File: src/dte_defines.svh
// constants for the descriptor transfer engine
`ifndef DTE_DEFINES_SVH
`define DTE_DEFINES_SVH
// apb register map
`define DTE_OFF_CTRL     32'h0000_0000
`define DTE_OFF_VBASE    32'h0000_0004
`define DTE_OFF_STATUS   32'h0000_0008
`define DTE_CTRL_RRS     0
`define DTE_CTRL_FMT     1
`define DTE_CTRL_RESET   2'h0
`define DTE_VBASE_RESET  32'h0000_0000
// mode_reg_a fields
`define DTE_MRA_SM1      7
`define DTE_MRA_SM0      6
`define DTE_MRA_MD       5:4
`define DTE_MRA_SZ       3:2
// mode_reg_b fields
`define DTE_MRB_CHAIN_ENABLE     7
`define DTE_MRB_CHAIN_ON_ZERO_SELECT     6
`define DTE_MRB_PER_TRANSFER_IRQ_SELECT    5
`define DTE_MRB_DTS      4
`define DTE_MRB_DM1      3
`define DTE_MRB_DM0      2
// encodings
`define DTE_MD_NORMAL    2'h0
`define DTE_MD_REPEAT    2'h1
`define DTE_MD_BLOCK     2'h2
`define DTE_SZ_BYTE      2'h0
`define DTE_SZ_WORD      2'h1
`define DTE_SZ_LONG      2'h2
`define DTE_LEN_SHORT    3'h3
`define DTE_LEN_FULL     3'h4
`endif

File: src/dte_pkg.sv
// types for the descriptor transfer engine
package dte_pkg;
    typedef enum logic [3:0] {
        ST_IDLE, ST_VEC, ST_DESC, ST_PREP, ST_RD, ST_WR, ST_UPD, ST_WB, ST_END
    } dte_state_e;
endpackage

File: src/dte_engine.sv
// descriptor transfer engine with apb control and bus master
//
// Chosen here: the APB register port and the register offsets.
`timescale 1ns/1ps
`include "dte_defines.svh"
module dte_engine
(
    // clock and reset
    input  wire logic        pclk,
    input  wire logic        presetn,
    // apb slave
    input  wire logic        psel,
    input  wire logic        penable,
    input  wire logic        pwrite,
    input  wire logic [31:0] paddr,
    input  wire logic [31:0] pwdata,
    output logic      [31:0] prdata,
    output logic             pready,
    output logic             pslverr,
    // activation
    input  wire logic        act_req,
    input  wire logic [7:0]  act_vector,
    output logic             act_accept,
    output logic             busy,
    // system bus master
    output logic             bus_req,
    output logic             bus_we,
    output logic      [31:0] bus_addr,
    output logic      [1:0]  bus_size,
    output logic      [31:0] bus_wdata,
    input  wire logic        bus_ack,
    input  wire logic [31:0] bus_rdata,
    // cpu interrupt
    output logic             cpu_irq,
    output logic      [7:0]  cpu_irq_vector
);
    // ----------------------------------------
    // state
    // ----------------------------------------
    dte_pkg::dte_state_e state_q;
    logic [1:0]  ctrl_q;
    logic [31:0] vbase_q;
    logic [31:0] prdata_q;
    logic        pready_q;
    logic        pslverr_q;
    logic [31:0] source_address_reg_q;
    logic [31:0] destination_address_reg_q;
    logic [15:0] count_reg_a_q;
    logic [15:0] count_reg_b_q;
    logic [7:0]  mode_reg_a_q;
    logic [7:0]  mode_reg_b_q;
    logic [31:0] desc_addr_q;
    logic [1:0]  desc_idx_q;
    logic [1:0]  wb_idx_q;
    logic [31:0] dat_q;
    logic [2:0]  rem_q;
    logic [8:0]  blk_left_q;
    logic [7:0]  vec_q;
    logic [7:0]  last_vec_q;
    logic        vec_valid_q;
    logic        last_chain_q;
    logic        chained_q;
    logic        zero_q;
    logic        fmt_short_q;
    logic        busy_q;
    logic        act_accept_q;
    logic        cpu_irq_q;
    logic [7:0]  irq_vec_q;
    logic        bus_req_q;
    logic        bus_we_q;
    logic [31:0] bus_addr_q;
    logic [1:0]  bus_size_q;
    logic [31:0] bus_wdata_q;

    // ----------------------------------------
    // apb decode
    // ----------------------------------------
    wire        apb_acc   = psel & penable;
    wire        hit_ctrl  = (paddr == `DTE_OFF_CTRL);
    wire        hit_vbase = (paddr == `DTE_OFF_VBASE);
    wire        hit_stat  = (paddr == `DTE_OFF_STATUS);
    wire        apb_hit   = hit_ctrl | hit_vbase | hit_stat;
    wire        apb_wr    = apb_acc & pready_q & pwrite;
    wire        ctrl_wr   = apb_wr & hit_ctrl;
    wire        rrs_clear = ctrl_wr & ~pwdata[`DTE_CTRL_RRS];
    wire [1:0]  ctrl_d    = ctrl_wr ? pwdata[1:0] : ctrl_q;
    wire [31:0] status_w  = {16'h0000, last_vec_q, 5'h00, last_chain_q, vec_valid_q, busy_q};
    wire [31:0] apb_rd    = hit_ctrl  ? {30'h0000_0000, ctrl_q} :
                            hit_vbase ? vbase_q :
                            hit_stat  ? status_w : 32'h0000_0000;

    // ----------------------------------------
    // descriptor fields
    // ----------------------------------------
    wire [1:0]  mode   = mode_reg_a_q[`DTE_MRA_MD];
    wire [1:0]  sz     = mode_reg_a_q[`DTE_MRA_SZ];
    wire        sm1    = mode_reg_a_q[`DTE_MRA_SM1];
    wire        sm0    = mode_reg_a_q[`DTE_MRA_SM0];
    wire        dm1    = mode_reg_b_q[`DTE_MRB_DM1];
    wire        dm0    = mode_reg_b_q[`DTE_MRB_DM0];
    wire        chain_enable   = mode_reg_b_q[`DTE_MRB_CHAIN_ENABLE];
    wire        chain_on_zero_select   = mode_reg_b_q[`DTE_MRB_CHAIN_ON_ZERO_SELECT];
    wire        per_transfer_irq_select  = mode_reg_b_q[`DTE_MRB_PER_TRANSFER_IRQ_SELECT];
    wire        dts    = mode_reg_b_q[`DTE_MRB_DTS];
    wire        is_rep = (mode == `DTE_MD_REPEAT);
    wire        is_blk = (mode == `DTE_MD_BLOCK);
    wire [7:0]  count_a_reload_byte = count_reg_a_q[15:8];
    wire [7:0]  count_a_low_counter = count_reg_a_q[7:0];
    wire [8:0]  count_a_reload_byte_n = {count_a_reload_byte == 8'h00, count_a_reload_byte};
    wire [2:0]  len    = fmt_short_q ? `DTE_LEN_SHORT : `DTE_LEN_FULL;
    wire [2:0]  unit_b = (sz == `DTE_SZ_BYTE) ? 3'h1 : (sz == `DTE_SZ_WORD) ? 3'h2 : 3'h4;
    wire [31:0] unit32 = {29'h0000_0000, unit_b};
    wire [31:0] span   = {23'h00_0000, count_a_reload_byte_n} << sz;
    wire        skip_hit = ctrl_q[`DTE_CTRL_RRS] & vec_valid_q
                           & (act_vector == last_vec_q) & ~last_chain_q & ~rrs_clear;

    // ----------------------------------------
    // address stepping and repeat/block restore
    // ----------------------------------------
    wire [31:0] sar_step = sm1 ? (sm0 ? source_address_reg_q - unit32
                                      : source_address_reg_q + unit32)
                               : source_address_reg_q;
    wire [31:0] dar_step = dm1 ? (dm0 ? destination_address_reg_q - unit32
                                      : destination_address_reg_q + unit32)
                               : destination_address_reg_q;
    wire [31:0] sar_rst  = sm1 ? (sm0 ? sar_step + span : sar_step - span) : sar_step;
    wire [31:0] dar_rst  = dm1 ? (dm0 ? dar_step + span : dar_step - span) : dar_step;
    wire        rep_last = (count_a_low_counter == 8'h01);
    wire        blk_more = (blk_left_q > 9'h001);
    wire        restore  = is_blk | (is_rep & rep_last);
    wire        zero_d   = is_blk ? (count_reg_b_q == 16'h0001) :
                           is_rep ? rep_last : (count_reg_a_q == 16'h0001);
    wire [15:0] cra_upd  = is_blk ? {count_a_reload_byte, count_a_reload_byte} :
                           is_rep ? (rep_last ? {count_a_reload_byte, count_a_reload_byte}
                                     : {count_a_reload_byte, count_a_low_counter - 8'h01})
                                  : count_reg_a_q - 16'h0001;

    // ----------------------------------------
    // data piece split and packing
    // ----------------------------------------
    wire [31:0] dat_off  = {29'h0000_0000, unit_b - rem_q};
    wire [31:0] dat_base = (state_q == dte_pkg::ST_RD) ? source_address_reg_q
                                                        : destination_address_reg_q;
    wire [31:0] dat_addr = dat_base + dat_off;
    wire [2:0]  piece    = (rem_q == 3'h4 && dat_addr[1:0] == 2'h0) ? 3'h4 :
                           (rem_q >= 3'h2 && !dat_addr[0]) ? 3'h2 : 3'h1;
    wire [1:0]  piece_sz = (piece == 3'h4) ? `DTE_SZ_LONG :
                           (piece == 3'h2) ? `DTE_SZ_WORD : `DTE_SZ_BYTE;
    wire [31:0] rd_acc   = (piece == 3'h1) ? {dat_q[23:0], bus_rdata[7:0]} :
                           (piece == 3'h2) ? {dat_q[15:0], bus_rdata[15:0]} : bus_rdata;
    wire [2:0]  wr_left  = rem_q - piece;
    wire [31:0] wr_shift = dat_q >> {wr_left, 3'b000};
    wire [31:0] wr_data  = (piece == 3'h1) ? {24'h00_0000, wr_shift[7:0]} :
                           (piece == 3'h2) ? {16'h0000, wr_shift[15:0]} : wr_shift;

    // ----------------------------------------
    // writeback selection
    // ----------------------------------------
    wire        wb_last  = ({1'b0, wb_idx_q} == len - 3'h1);
    wire        wb_cnt   = wb_last;
    wire        wb_src   = fmt_short_q ? (wb_idx_q == 2'h0) : (wb_idx_q == 2'h1);
    wire        wb_dst   = fmt_short_q ? (wb_idx_q == 2'h1) : (wb_idx_q == 2'h2);
    wire        wb_need  = wb_cnt | (wb_src & sm1) | (wb_dst & dm1);
    wire [31:0] wb_data  = wb_cnt ? {count_reg_a_q, count_reg_b_q} :
                           wb_src ? (fmt_short_q ? {mode_reg_a_q, source_address_reg_q[23:0]}
                                                 : source_address_reg_q) :
                           (fmt_short_q ? {mode_reg_b_q, destination_address_reg_q[23:0]}
                                        : destination_address_reg_q);
    wire        chain_go = chain_enable & (~chain_on_zero_select | zero_q);

    // ----------------------------------------
    // bus request selection
    // ----------------------------------------
    wire        st_vec   = (state_q == dte_pkg::ST_VEC);
    wire        st_desc  = (state_q == dte_pkg::ST_DESC);
    wire        st_rd    = (state_q == dte_pkg::ST_RD);
    wire        st_wr    = (state_q == dte_pkg::ST_WR);
    wire        st_wb    = (state_q == dte_pkg::ST_WB);
    wire        wants    = st_vec | st_desc | st_rd | st_wr | (st_wb & wb_need);
    wire        issue    = wants & ~bus_req_q;
    wire        bus_done = bus_req_q & bus_ack;
    wire [31:0] iss_addr = st_vec  ? vbase_q + {22'h00_0000, vec_q, 2'b00} :
                           st_desc ? desc_addr_q + {28'h000_0000, desc_idx_q, 2'b00} :
                           st_wb   ? desc_addr_q + {28'h000_0000, wb_idx_q, 2'b00} :
                                     dat_addr;
    wire [1:0]  iss_size = (st_rd | st_wr) ? piece_sz : `DTE_SZ_LONG;
    wire [31:0] iss_data = st_wb ? wb_data : wr_data;

    // ----------------------------------------
    // apb slave
    // ----------------------------------------
    always_ff @(posedge pclk or negedge presetn)
    begin
        if (!presetn)
        begin
            pready_q  <= 1'b0;
            pslverr_q <= 1'b0;
            prdata_q  <= 32'h0000_0000;
            ctrl_q    <= `DTE_CTRL_RESET;
            vbase_q   <= `DTE_VBASE_RESET;
        end
        else
        begin
            pready_q  <= apb_acc & ~pready_q;
            pslverr_q <= apb_acc & ~pready_q & ~apb_hit;
            prdata_q  <= (apb_acc & ~pready_q & ~pwrite) ? apb_rd : 32'h0000_0000;
            ctrl_q    <= ctrl_d;
            if (apb_wr & hit_vbase)
                vbase_q <= pwdata;
        end
    end

    // ----------------------------------------
    // bus master request
    // ----------------------------------------
    always_ff @(posedge pclk or negedge presetn)
    begin
        if (!presetn)
        begin
            bus_req_q   <= 1'b0;
            bus_we_q    <= 1'b0;
            bus_addr_q  <= 32'h0000_0000;
            bus_size_q  <= `DTE_SZ_BYTE;
            bus_wdata_q <= 32'h0000_0000;
        end
        else if (issue)
        begin
            bus_req_q   <= 1'b1;
            bus_we_q    <= st_wr | st_wb;
            bus_addr_q  <= iss_addr;
            bus_size_q  <= iss_size;
            bus_wdata_q <= iss_data;
        end
        else if (bus_done)
            bus_req_q <= 1'b0;
    end

    // ----------------------------------------
    // sequencer
    // ----------------------------------------
    always_ff @(posedge pclk or negedge presetn)
    begin
        if (!presetn)
        begin
            state_q <= dte_pkg::ST_IDLE;
            {source_address_reg_q, destination_address_reg_q, desc_addr_q, dat_q} <= 128'h0;
            {count_reg_a_q, count_reg_b_q, mode_reg_a_q, mode_reg_b_q} <= 48'h0;
            {desc_idx_q, wb_idx_q, rem_q, blk_left_q} <= 16'h0000;
            {vec_q, last_vec_q, irq_vec_q} <= 24'h00_0000;
            {vec_valid_q, last_chain_q, chained_q, zero_q} <= 4'h0;
            {fmt_short_q, busy_q, act_accept_q, cpu_irq_q} <= 4'h0;
        end
        else
        begin
            act_accept_q <= 1'b0;
            cpu_irq_q    <= 1'b0;
            if (rrs_clear)
                vec_valid_q <= 1'b0;
            case (state_q)
                dte_pkg::ST_IDLE:
                    if (act_req)
                    begin
                        vec_q        <= act_vector;
                        act_accept_q <= 1'b1;
                        busy_q       <= 1'b1;
                        chained_q    <= 1'b0;
                        fmt_short_q  <= ctrl_q[`DTE_CTRL_FMT];
                        state_q      <= skip_hit ? dte_pkg::ST_PREP : dte_pkg::ST_VEC;
                    end
                dte_pkg::ST_VEC:
                    if (bus_done)
                    begin
                        desc_addr_q <= {bus_rdata[31:2], 2'b00};
                        desc_idx_q  <= 2'h0;
                        state_q     <= dte_pkg::ST_DESC;
                    end
                dte_pkg::ST_DESC:
                    if (bus_done)
                    begin
                        case (desc_idx_q)
                            2'h0:
                            begin
                                mode_reg_a_q <= bus_rdata[31:24];
                                if (fmt_short_q)
                                    source_address_reg_q <= {8'h00, bus_rdata[23:0]};
                                else
                                    mode_reg_b_q <= bus_rdata[23:16];
                            end
                            2'h1:
                                if (fmt_short_q)
                                begin
                                    mode_reg_b_q              <= bus_rdata[31:24];
                                    destination_address_reg_q <= {8'h00, bus_rdata[23:0]};
                                end
                                else
                                    source_address_reg_q <= bus_rdata;
                            2'h2:
                                if (fmt_short_q)
                                    {count_reg_a_q, count_reg_b_q} <= bus_rdata;
                                else
                                    destination_address_reg_q <= bus_rdata;
                            default:
                                {count_reg_a_q, count_reg_b_q} <= bus_rdata;
                        endcase
                        desc_idx_q <= desc_idx_q + 2'h1;
                        if ({1'b0, desc_idx_q} == len - 3'h1)
                            state_q <= dte_pkg::ST_PREP;
                    end
                dte_pkg::ST_PREP:
                begin
                    rem_q      <= unit_b;
                    blk_left_q <= is_blk ? count_a_reload_byte_n : 9'h001;
                    dat_q      <= 32'h0000_0000;
                    state_q    <= dte_pkg::ST_RD;
                end
                dte_pkg::ST_RD:
                    if (bus_done)
                    begin
                        dat_q <= rd_acc;
                        rem_q <= (rem_q == piece) ? unit_b : wr_left;
                        if (rem_q == piece)
                            state_q <= dte_pkg::ST_WR;
                    end
                dte_pkg::ST_WR:
                    if (bus_done)
                    begin
                        rem_q <= wr_left;
                        if (rem_q == piece)
                            state_q <= dte_pkg::ST_UPD;
                    end
                dte_pkg::ST_UPD:
                    if (is_blk && blk_more)
                    begin
                        source_address_reg_q      <= sar_step;
                        destination_address_reg_q <= dar_step;
                        count_reg_a_q <= {count_a_reload_byte, count_a_low_counter - 8'h01};
                        blk_left_q    <= blk_left_q - 9'h001;
                        rem_q         <= unit_b;
                        state_q       <= dte_pkg::ST_RD;
                    end
                    else
                    begin
                        source_address_reg_q      <= (restore & dts) ? sar_rst : sar_step;
                        destination_address_reg_q <= (restore & ~dts) ? dar_rst : dar_step;
                        count_reg_a_q <= cra_upd;
                        if (is_blk)
                            count_reg_b_q <= count_reg_b_q - 16'h0001;
                        zero_q   <= zero_d;
                        wb_idx_q <= 2'h0;
                        state_q  <= dte_pkg::ST_WB;
                    end
                dte_pkg::ST_WB:
                    if (!wb_need || bus_done)
                    begin
                        wb_idx_q <= wb_idx_q + 2'h1;
                        if (wb_last && chain_go)
                        begin
                            desc_addr_q <= desc_addr_q + {27'h000_0000, len, 2'b00};
                            desc_idx_q  <= 2'h0;
                            chained_q   <= 1'b1;
                            state_q     <= dte_pkg::ST_DESC;
                        end
                        else if (wb_last)
                            state_q <= dte_pkg::ST_END;
                    end
                dte_pkg::ST_END:
                begin
                    cpu_irq_q    <= per_transfer_irq_select | zero_q;
                    irq_vec_q    <= vec_q;
                    last_vec_q   <= vec_q;
                    vec_valid_q  <= ctrl_d[`DTE_CTRL_RRS];
                    last_chain_q <= chained_q;
                    busy_q       <= 1'b0;
                    state_q      <= dte_pkg::ST_IDLE;
                end
                default:
                    state_q <= dte_pkg::ST_IDLE;
            endcase
        end
    end

    // ----------------------------------------
    // outputs
    // ----------------------------------------
    assign prdata         = prdata_q;
    assign pready         = pready_q;
    assign pslverr        = pslverr_q;
    assign act_accept     = act_accept_q;
    assign busy           = busy_q;
    assign bus_req        = bus_req_q;
    assign bus_we         = bus_we_q;
    assign bus_addr       = bus_addr_q;
    assign bus_size       = bus_size_q;
    assign bus_wdata      = bus_wdata_q;
    assign cpu_irq        = cpu_irq_q;
    assign cpu_irq_vector = irq_vec_q;
endmodule

File: config.mk
export PLATFORM = sky130hd
export DESIGN_NAME = dte_engine
export DESIGN_NICKNAME = d
export VERILOG_FILES = /design/src/dte_pkg.sv /design/src/dte_engine.sv
export VERILOG_INCLUDE_DIRS = /design/src
export SDC_FILE = /design/constraint.sdc
export NUM_CORES = 2
export LEC_CHECK = 0
export BUFFER_PORTS_ARGS = -buffer_cell sky130_fd_sc_hd__buf_4
export CORE_ASPECT_RATIO = 2
export CORE_MARGIN = 4
export CORE_UTILIZATION = 42
export CTS_BUF_LIST = sky130_fd_sc_hd__clkbuf_4 sky130_fd_sc_hd__clkbuf_8
export DETAILED_ROUTE_END_ITERATION = 8
export GPL_TIMING_DRIVEN = 0
export HOLD_SLACK_MARGIN = 0.15
export SLEW_MARGIN = 20
export SYNTH_ARGS = -nofsm -noshare
export SYNTH_HDL_FRONTEND = slang
export SYNTH_SLANG_ARGS = --single-unit
File: constraint.sdc
create_clock -name pclk -period 9.3 [get_ports pclk]
set_input_delay 0 -clock pclk [delete_from_list [all_inputs] [get_ports pclk]]
set_output_delay 0 -clock pclk [all_outputs]
set_load 0.02 [all_outputs]
; Word level (Yosys, flattened, before mapping)
; Index checks and enable logic that the tools add are counted.
[word_totals]
regBits = 356
latchBits = 0
mem_bits_rw = 0
mem_bits_ro = 0
input_bits = 111
out_inout_bits = 113
word_cells = 321
n_memories = 0
[op_classes]
add_sub_neg = 22
n_mul = 0
div_mod_pow = 0
n_lt_le_gt_ge = 2
n_eq_ne = 54
shift = 2
muxes = 116
bitwise = 45
reduce_logical = 45
[op_table]
columns = cell, n
row1 = two-way mux 32 bit, 36
row2 = one-hot mux 32 bit (2 select lines), 6
row3 = two-way mux 16 bit, 10
row4 = one-hot mux 16 bit (2 select lines), 4
row5 = adder 32 x 3 -> 32 bit, 3
row6 = adder 32 bit, 2
row7 = adder 32 x 4 -> 32 bit, 2
row8 = subtractor 32 x 3 -> 32 bit, 2
row9 = subtractor 32 bit, 2
row10 = two-way mux 4 bit, 11
row11 = adder 32 x 10 -> 32 bit, 1
row12 = adder 32 x 5 -> 32 bit, 1
row13 = equality test 16 x 1 -> 1 bit (second input constant), 2
row14 = equality test 32 x 3 -> 1 bit (second input constant), 1
row15 = equality test 32 x 4 -> 1 bit (second input constant), 1
row16 = logical NOT 32 bit, 1
row17 = one-hot mux 4 bit (8 select lines), 1
row18 = << shifter 9 x 2 -> 32 bit, 1
row19 = right shift 32 x 6 -> 32 bit, 1
row20 = subtractor 16 x 1 -> 16 bit (second input constant), 2
row21 = two-way mux 3 bit, 8
row22 = two-way mux 8 bit, 3
row23 = AND 1 bit, 22
row24 = two-way mux 2 bit, 11
row25 = 52 further kinds, 152

; Logic depth before layout (Yosys ltp)
[logic_depth]
word_depth = 14
mapped_depth = 27
ltp_nobuf = 23

; Worst setup path before layout
; OpenSTA, ideal clock, no wires.
[synth_timing]
path_type = register -> register
startpoint = register mode_reg_b_q[2]
endpoint = register destination_address_reg_q[31]
setup_ns = 0.152
arrival_ns = 5.233
required_time_ns = 9.148
setup_slack_ns = 3.915
path_stages_with_launch = 24
n_path_buf = 1
period_less_slack_ns = 5.385
cell_sequence = dfrtp_1 -> inv_1 -> o21ai_0 -> fa_1 -> a21oi_1 -> o211ai_1 -> a31oi_1 -> a21oi_1 -> nor2_1 -> o311a_1 -> o21ai_0 -> mux2i_1 -> a21o_1 -> ha_1 -> clkbuf_1 -> a21o_1 -> a211o_1 -> a211oi_1 -> nand3_1 -> nand3_1 -> a21oi_1 -> xor2_1 -> o311ai_0 -> o311ai_0
[synth_via]
elab_chain_cells = 8
word_cells_on_any_way = 9
cone_classes = add/sub (2) / mux (7)
[synth_rtl]
columns = element, line_no
row1 = "start, declared", dte_engine.sv:51  ; logic [7:0] mode_reg_b_q;
row2 = "start signal, assigned", dte_engine.sv:287  ; mode_reg_b_q <= bus_rdata[23:16];
row3 = "start signal, assigned", dte_engine.sv:292  ; mode_reg_b_q <= bus_rdata[31:24];
row4 = two-way mux 32 bit (2 in series), dte_engine.sv:123  ; wire [31:0] dar_step = dm1 ? (dm0 ? destination_address_reg_q - unit32
row5 = subtractor 32 bit / adder 32 bit (equally long branches), dte_engine.sv:127  ; wire [31:0] dar_rst = dm1 ? (dm0 ? dar_step + span : dar_step - span) : dar_step;
row6 = two-way mux 32 bit (2 in series), dte_engine.sv:127
row7 = two-way mux 32 bit, dte_engine.sv:344  ; destination_address_reg_q <= (restore & ~dts) ? dar_rst : dar_step;
row8 = two-way mux 32 bit (*), dte_engine.sv:332  ; if (is_blk && blk_more)
row9 = one-hot mux 32 bit (2 select lines) (*), dte_engine.sv:259  ; case (state_q)
row10 = "end signal, assigned", dte_engine.sv:293  ; destination_address_reg_q <= {8'h00, bus_rdata[23:0]};
row11 = "end signal, assigned", dte_engine.sv:335  ; destination_address_reg_q <= dar_step;
row12 = "end signal, assigned", dte_engine.sv:344
row13 = "end, declared", dte_engine.sv:47  ; logic [31:0] destination_address_reg_q;
; Every way passes the cells marked *; elsewhere a longest branch is shown, timed or not.
; A chain may end at the register's enable or synchronous reset.

; Worst setup path in the final report
[layout_timing]
startpoint = register state_q[1]
endpoint = register rem_q[1]
[layout_via]
elab_chain_cells = 11
word_cells_on_any_way = 23
cone_classes = add/sub (2) / eq/ne (8) / mux (7) / reduce/logical (6)
[layout_rtl]
columns = element, line_no
row1 = "start, declared", dte_engine.sv:40  ; dte_pkg::dte_state_e state_q;
row2 = "start signal, assigned", dte_engine.sv:245  ; state_q <= dte_pkg::ST_IDLE;
row3 = "start signal, assigned", dte_engine.sv:268  ; state_q <= skip_hit ? dte_pkg::ST_PREP : dte_pkg::ST_VEC;
row4 = "start signal, assigned", dte_engine.sv:275  ; state_q <= dte_pkg::ST_DESC;
row5 = equality test 4 x 3 -> 1 bit, "dte_engine.sv:142, dte_engine.sv:259"
row6 = two-way mux 32 bit, dte_engine.sv:142  ; wire [31:0] dat_base = (state_q == dte_pkg::ST_RD) ? source_address_reg_q
row7 = adder 32 x 3 -> 32 bit, dte_engine.sv:144  ; wire [31:0] dat_addr = dat_base + dat_off;
row8 = logical NOT 1 bit, dte_engine.sv:146  ; (rem_q >= 3'h2 && !dat_addr[0]) ? 3'h2 : 3'h1;
row9 = logical AND 1 bit, dte_engine.sv:146
row10 = two-way mux 2 bit, dte_engine.sv:146
row11 = two-way mux 3 bit, dte_engine.sv:145  ; wire [2:0] piece = (rem_q == 3'h4 && dat_addr[1:0] == 2'h0) ? 3'h4 :
row12 = subtractor 3 bit / equality test 3 bit (equally long branches), "dte_engine.sv:151, dte_engine.sv:320"
row13 = two-way mux 3 bit, dte_engine.sv:320  ; rem_q <= (rem_q == piece) ? unit_b : wr_left;
row14 = two-way mux 3 bit, dte_engine.sv:317  ; if (bus_done)
row15 = one-hot mux 3 bit (4 select lines), dte_engine.sv:259
row16 = "end signal, assigned", dte_engine.sv:311  ; rem_q <= unit_b;
row17 = "end signal, assigned", dte_engine.sv:320
row18 = "end signal, assigned", dte_engine.sv:327  ; rem_q <= wr_left;
row19 = "end, declared", dte_engine.sv:56  ; logic [2:0] rem_q;
; Parallel ways exist; a longest one is shown, timed or not. The select of a mux whose other input is x is not followed.

==> metrics.csv <==
metric,value,unit
first-pass GRT wire length,246000,µm
Worst VDD drop,0.317,mV
Clock transition at path regs,60,ps
P_leak,15.7,nW
TNS Setup,0,ps
Yosys reg bits,354,
DRT Pass-1 Iters,8,
"Hold Vio Cnt, Final",0,
drt wl/cell,33.1,µm
Post-Syn Nets,4161,
Async SR Flop Fraction,1.00,
Max-Cap Viols,0,
Hold Buf Count CTS,146,
vias in the first global route,34700,
Post-DRT Antenna Nets,0,
"delay-heaviest family, CP",buffers and inverters,
Synth Area per Inst,7.88,µm²
CTS Root Cell,clkbuf_8,
die width,199,µm
IO Port Bufs,221,
Inserted Clock Buffers,56,
Post-CTS Setup Inserts,0,
"top cells by count, synth","406 x nor2_1, 389 x nand2_1, 355 x a21oi_1",
CTS tree,built,
fin area,36400,µm²
status,completed,
Starting Density,0.425,
Die Ht,390,µm
Placed Area,33600,µm²
Crit Path Class,reg2reg,
# clock sinks,354,
DP Wirelength,136000,µm
Initial DRC Count,2979,
Final Power,17.8,mW
Slew HR,0.111,
pwr dens,489,nW/µm²
overall routing resource usage,0.439,
pin count of the biggest net entering global routing,94,
total number of vias,34500,
largest cells by area after synthesis,"dfrtp_1 29%, ha_1 6.5%, a21oi_1 5.8%",
initial antenna violation count,11,
worst skew pair latency,790,ps
number of gates resized after CTS,0,
Worst Path Required,9940,ps
CP cell instances,nor4b_4 > clkbuf_1 > buf_1 > o21ai_0 > ha_1 > nor2_1 > inv_2 > buf_1 > ha_1 > clkbuf_1 > clkbuf_1 > nand3_1 > o21ai_1 > mux2i_1 > a21oi_1,
YS warnings,0,
global route overflow,0,
core area,72000,µm²
most frequent cell after synthesis,nor2_1,
Setup Skew,65.4,ps
CP Max Fanout,10,
RSZ-0062 raised after global routing,no,
Finish-stage setup viols,0,
top-area cell type share of the netlist area,0.290,
CTS Buffer Depth,3,
area of the mapped netlist,30600,µm²
Startpoint Class,flop,
CP dominant cell by count,clkbuf_1,
Area growth syn-to-layout,19.2,%
"Top FF cell, synth",dfrtp_1,
number of vias per cell,6.53,
# DRC,0,
biggest cell delay along the critical path,930,ps
Unique masters post-synth,83,
htree depth,2,
Die Footprint,77400,µm²
I/O pin total,224,
"Net count, final",4594,
Tcrit/Tclk final,0.864,
cell taking the most area after synthesis,dfrtp_1,
worst path bufs/invs,6,
Final Max Tran Viols,0,
slowest CP cell,o21ai_1,
Crit. End Element,flop,
Hold WC Path Type,in2reg,
Total Wirelength,175000,µm
CP arrival,8670,ps
Max Fclk,124,MHz
layout cells sized above 1,0.114,
num rows,139,
sequential area share after synthesis,0.290,
actual slew at the worst max-slew pin,1330,ps
GP Congestion,1.10,
Gate Count Post-Synth,3880,
number of flops mapped to enable cells by yosys,0,
final critical-path required period,8040,ps
where the power goes:
part / switching (mW) / internal (mW)
Clock: 0.768 / 0.906
Combinational: 8.42 / 4.57
Sequential: 1.11 / 2.06
Total: 10.3 / 7.53
routing by layer:
layer,track usage,vias up,share of wire
li1,-,15100,-
met1,0.399,16500,0.30
met2,0.729,1919,0.47
met3,0.114,1030,0.076
met4,0.502,2,0.15
met5,0.00130,-,0.000097
cell type report:
| class | count | area, µm² |
|---|---|---|
| Buffer | 262 | 1000 |
| Tap cell | 916 | 1150 |
| Timing Repair Buffer | 375 | 3300 |
| Clock buffer | 87 | 1110 |
| Fill cell | 7304 | 35600 |
| Multi-Input combinational cell | 3166 | 20400 |
| Sequential cell | 354 | 8860 |
| Inverter | 98 | 368 |
| Antenna cell | 8 | 20.0 |
| Clock inverter | 17 | 244 |
sequential cells by signal (all words and copies together), names as in the netlist, 2 cells and up:
register / count
cpu_irq_vector: 8
bus_wdata: 32
desc_idx_q: 2
dat_q: 32
vec_q: 8
bus_addr: 32
mode_reg_b_q: 8
rem_q: 3
source_address_reg_q: 32
bus_size: 2
count_reg_a_q: 16
prdata: 32
destination_address_reg_q: 32
wb_idx_q: 2
count_reg_b_q: 16
state_q: 4
blk_left_q: 9
vbase_q: 32
mode_reg_a_q: 8
ctrl_q: 2
desc_addr_q: 30
per-stage QoR:
step / worst slack, ps / util / cells / hold WS [ps]
after floorplan: 3910 / - / 3880 / -296
after global placement: 1270 / 0.464 / 5017 / 194
after CTS: 1690 / 0.505 / 5274 / 162
after global routing: 1300 / 0.506 / 5277 / 151
after detailed placement: 1660 / 0.466 / 5024 / -108
final: 1260 / 0.506 / 5283 / 141
final timing paths:
check                                   endpoint           from  slack [ps]  cells past startpoint
worst max register to register          rem_q[1]     state_q[1]        1260                     15
worst min register to register     bus_wdata[20]  bus_wdata[20]         490                      2
min in group asynchronous             act_accept        presetn         330                      4
max in group asynchronous       count_reg_b_q[6]        presetn        7390                      7
worst max-delay path                    rem_q[1]     state_q[1]        1260                     15
worst min-delay path            count_reg_b_q[0]   bus_rdata[0]         140                      4
cells in the final DEF, fill, tap and decap left out, drive strengths merged, types with 21 or more instances in the layout:
cell type,netlist,layout
a21o,91,91
mux2,113,113
o21ai,331,331
clkbuf,219,306
nand2b,28,28
o22ai,29,29
dfrtp,354,354
a211oi,93,93
buf,43,273
a21oi,355,355
o221ai,27,27
nand2,389,389
and2,43,43
a31oi,68,68
nor2b,59,59
nor2,406,406
a22o,24,24
ha,159,159
xnor2,136,136
nand4,55,55
xor2,77,77
and3,35,35
nor3,76,76
a22oi,40,40
o21a,27,27
nor4,39,39
dlygate4sd3,0,145
inv,98,99
a221o,21,21
o31ai,22,22
mux2i,89,89
nand3,112,112
logic make-up (layout without fill, tap and decap cells):
| family | count (synthesis) | in the layout | synth area share |
|---|---|---|---|
| buffers and inverters | 360 | 839 | 0.0448 |
| other | 0 | 8 | 0 |
| AND/OR/NAND/NOR | 1310 | 1310 | 0.200 |
| XOR/XNOR | 213 | 213 | 0.0610 |
| AO/OA/AOI/OAI | 1271 | 1271 | 0.261 |
| adder cells (fa/ha/maj) | 170 | 170 | 0.0723 |
| flip-flops | 354 | 354 | 0.290 |
| multiplexers | 202 | 202 | 0.0710 |
worst reg2reg max path, cell delays in order (launching register included):
cell,delay [ps]
dfrtp_1,480
nor4b_4,770
clkbuf_1,490
buf_1,700
o21ai_0,370
ha_1,450
nor2_1,640
inv_2,250
buf_1,410
ha_1,410
clkbuf_1,490
clkbuf_1,610
nand3_1,600
o21ai_1,940
mux2i_1,260
a21oi_1,80
Power figures use the tool's default switching activity.
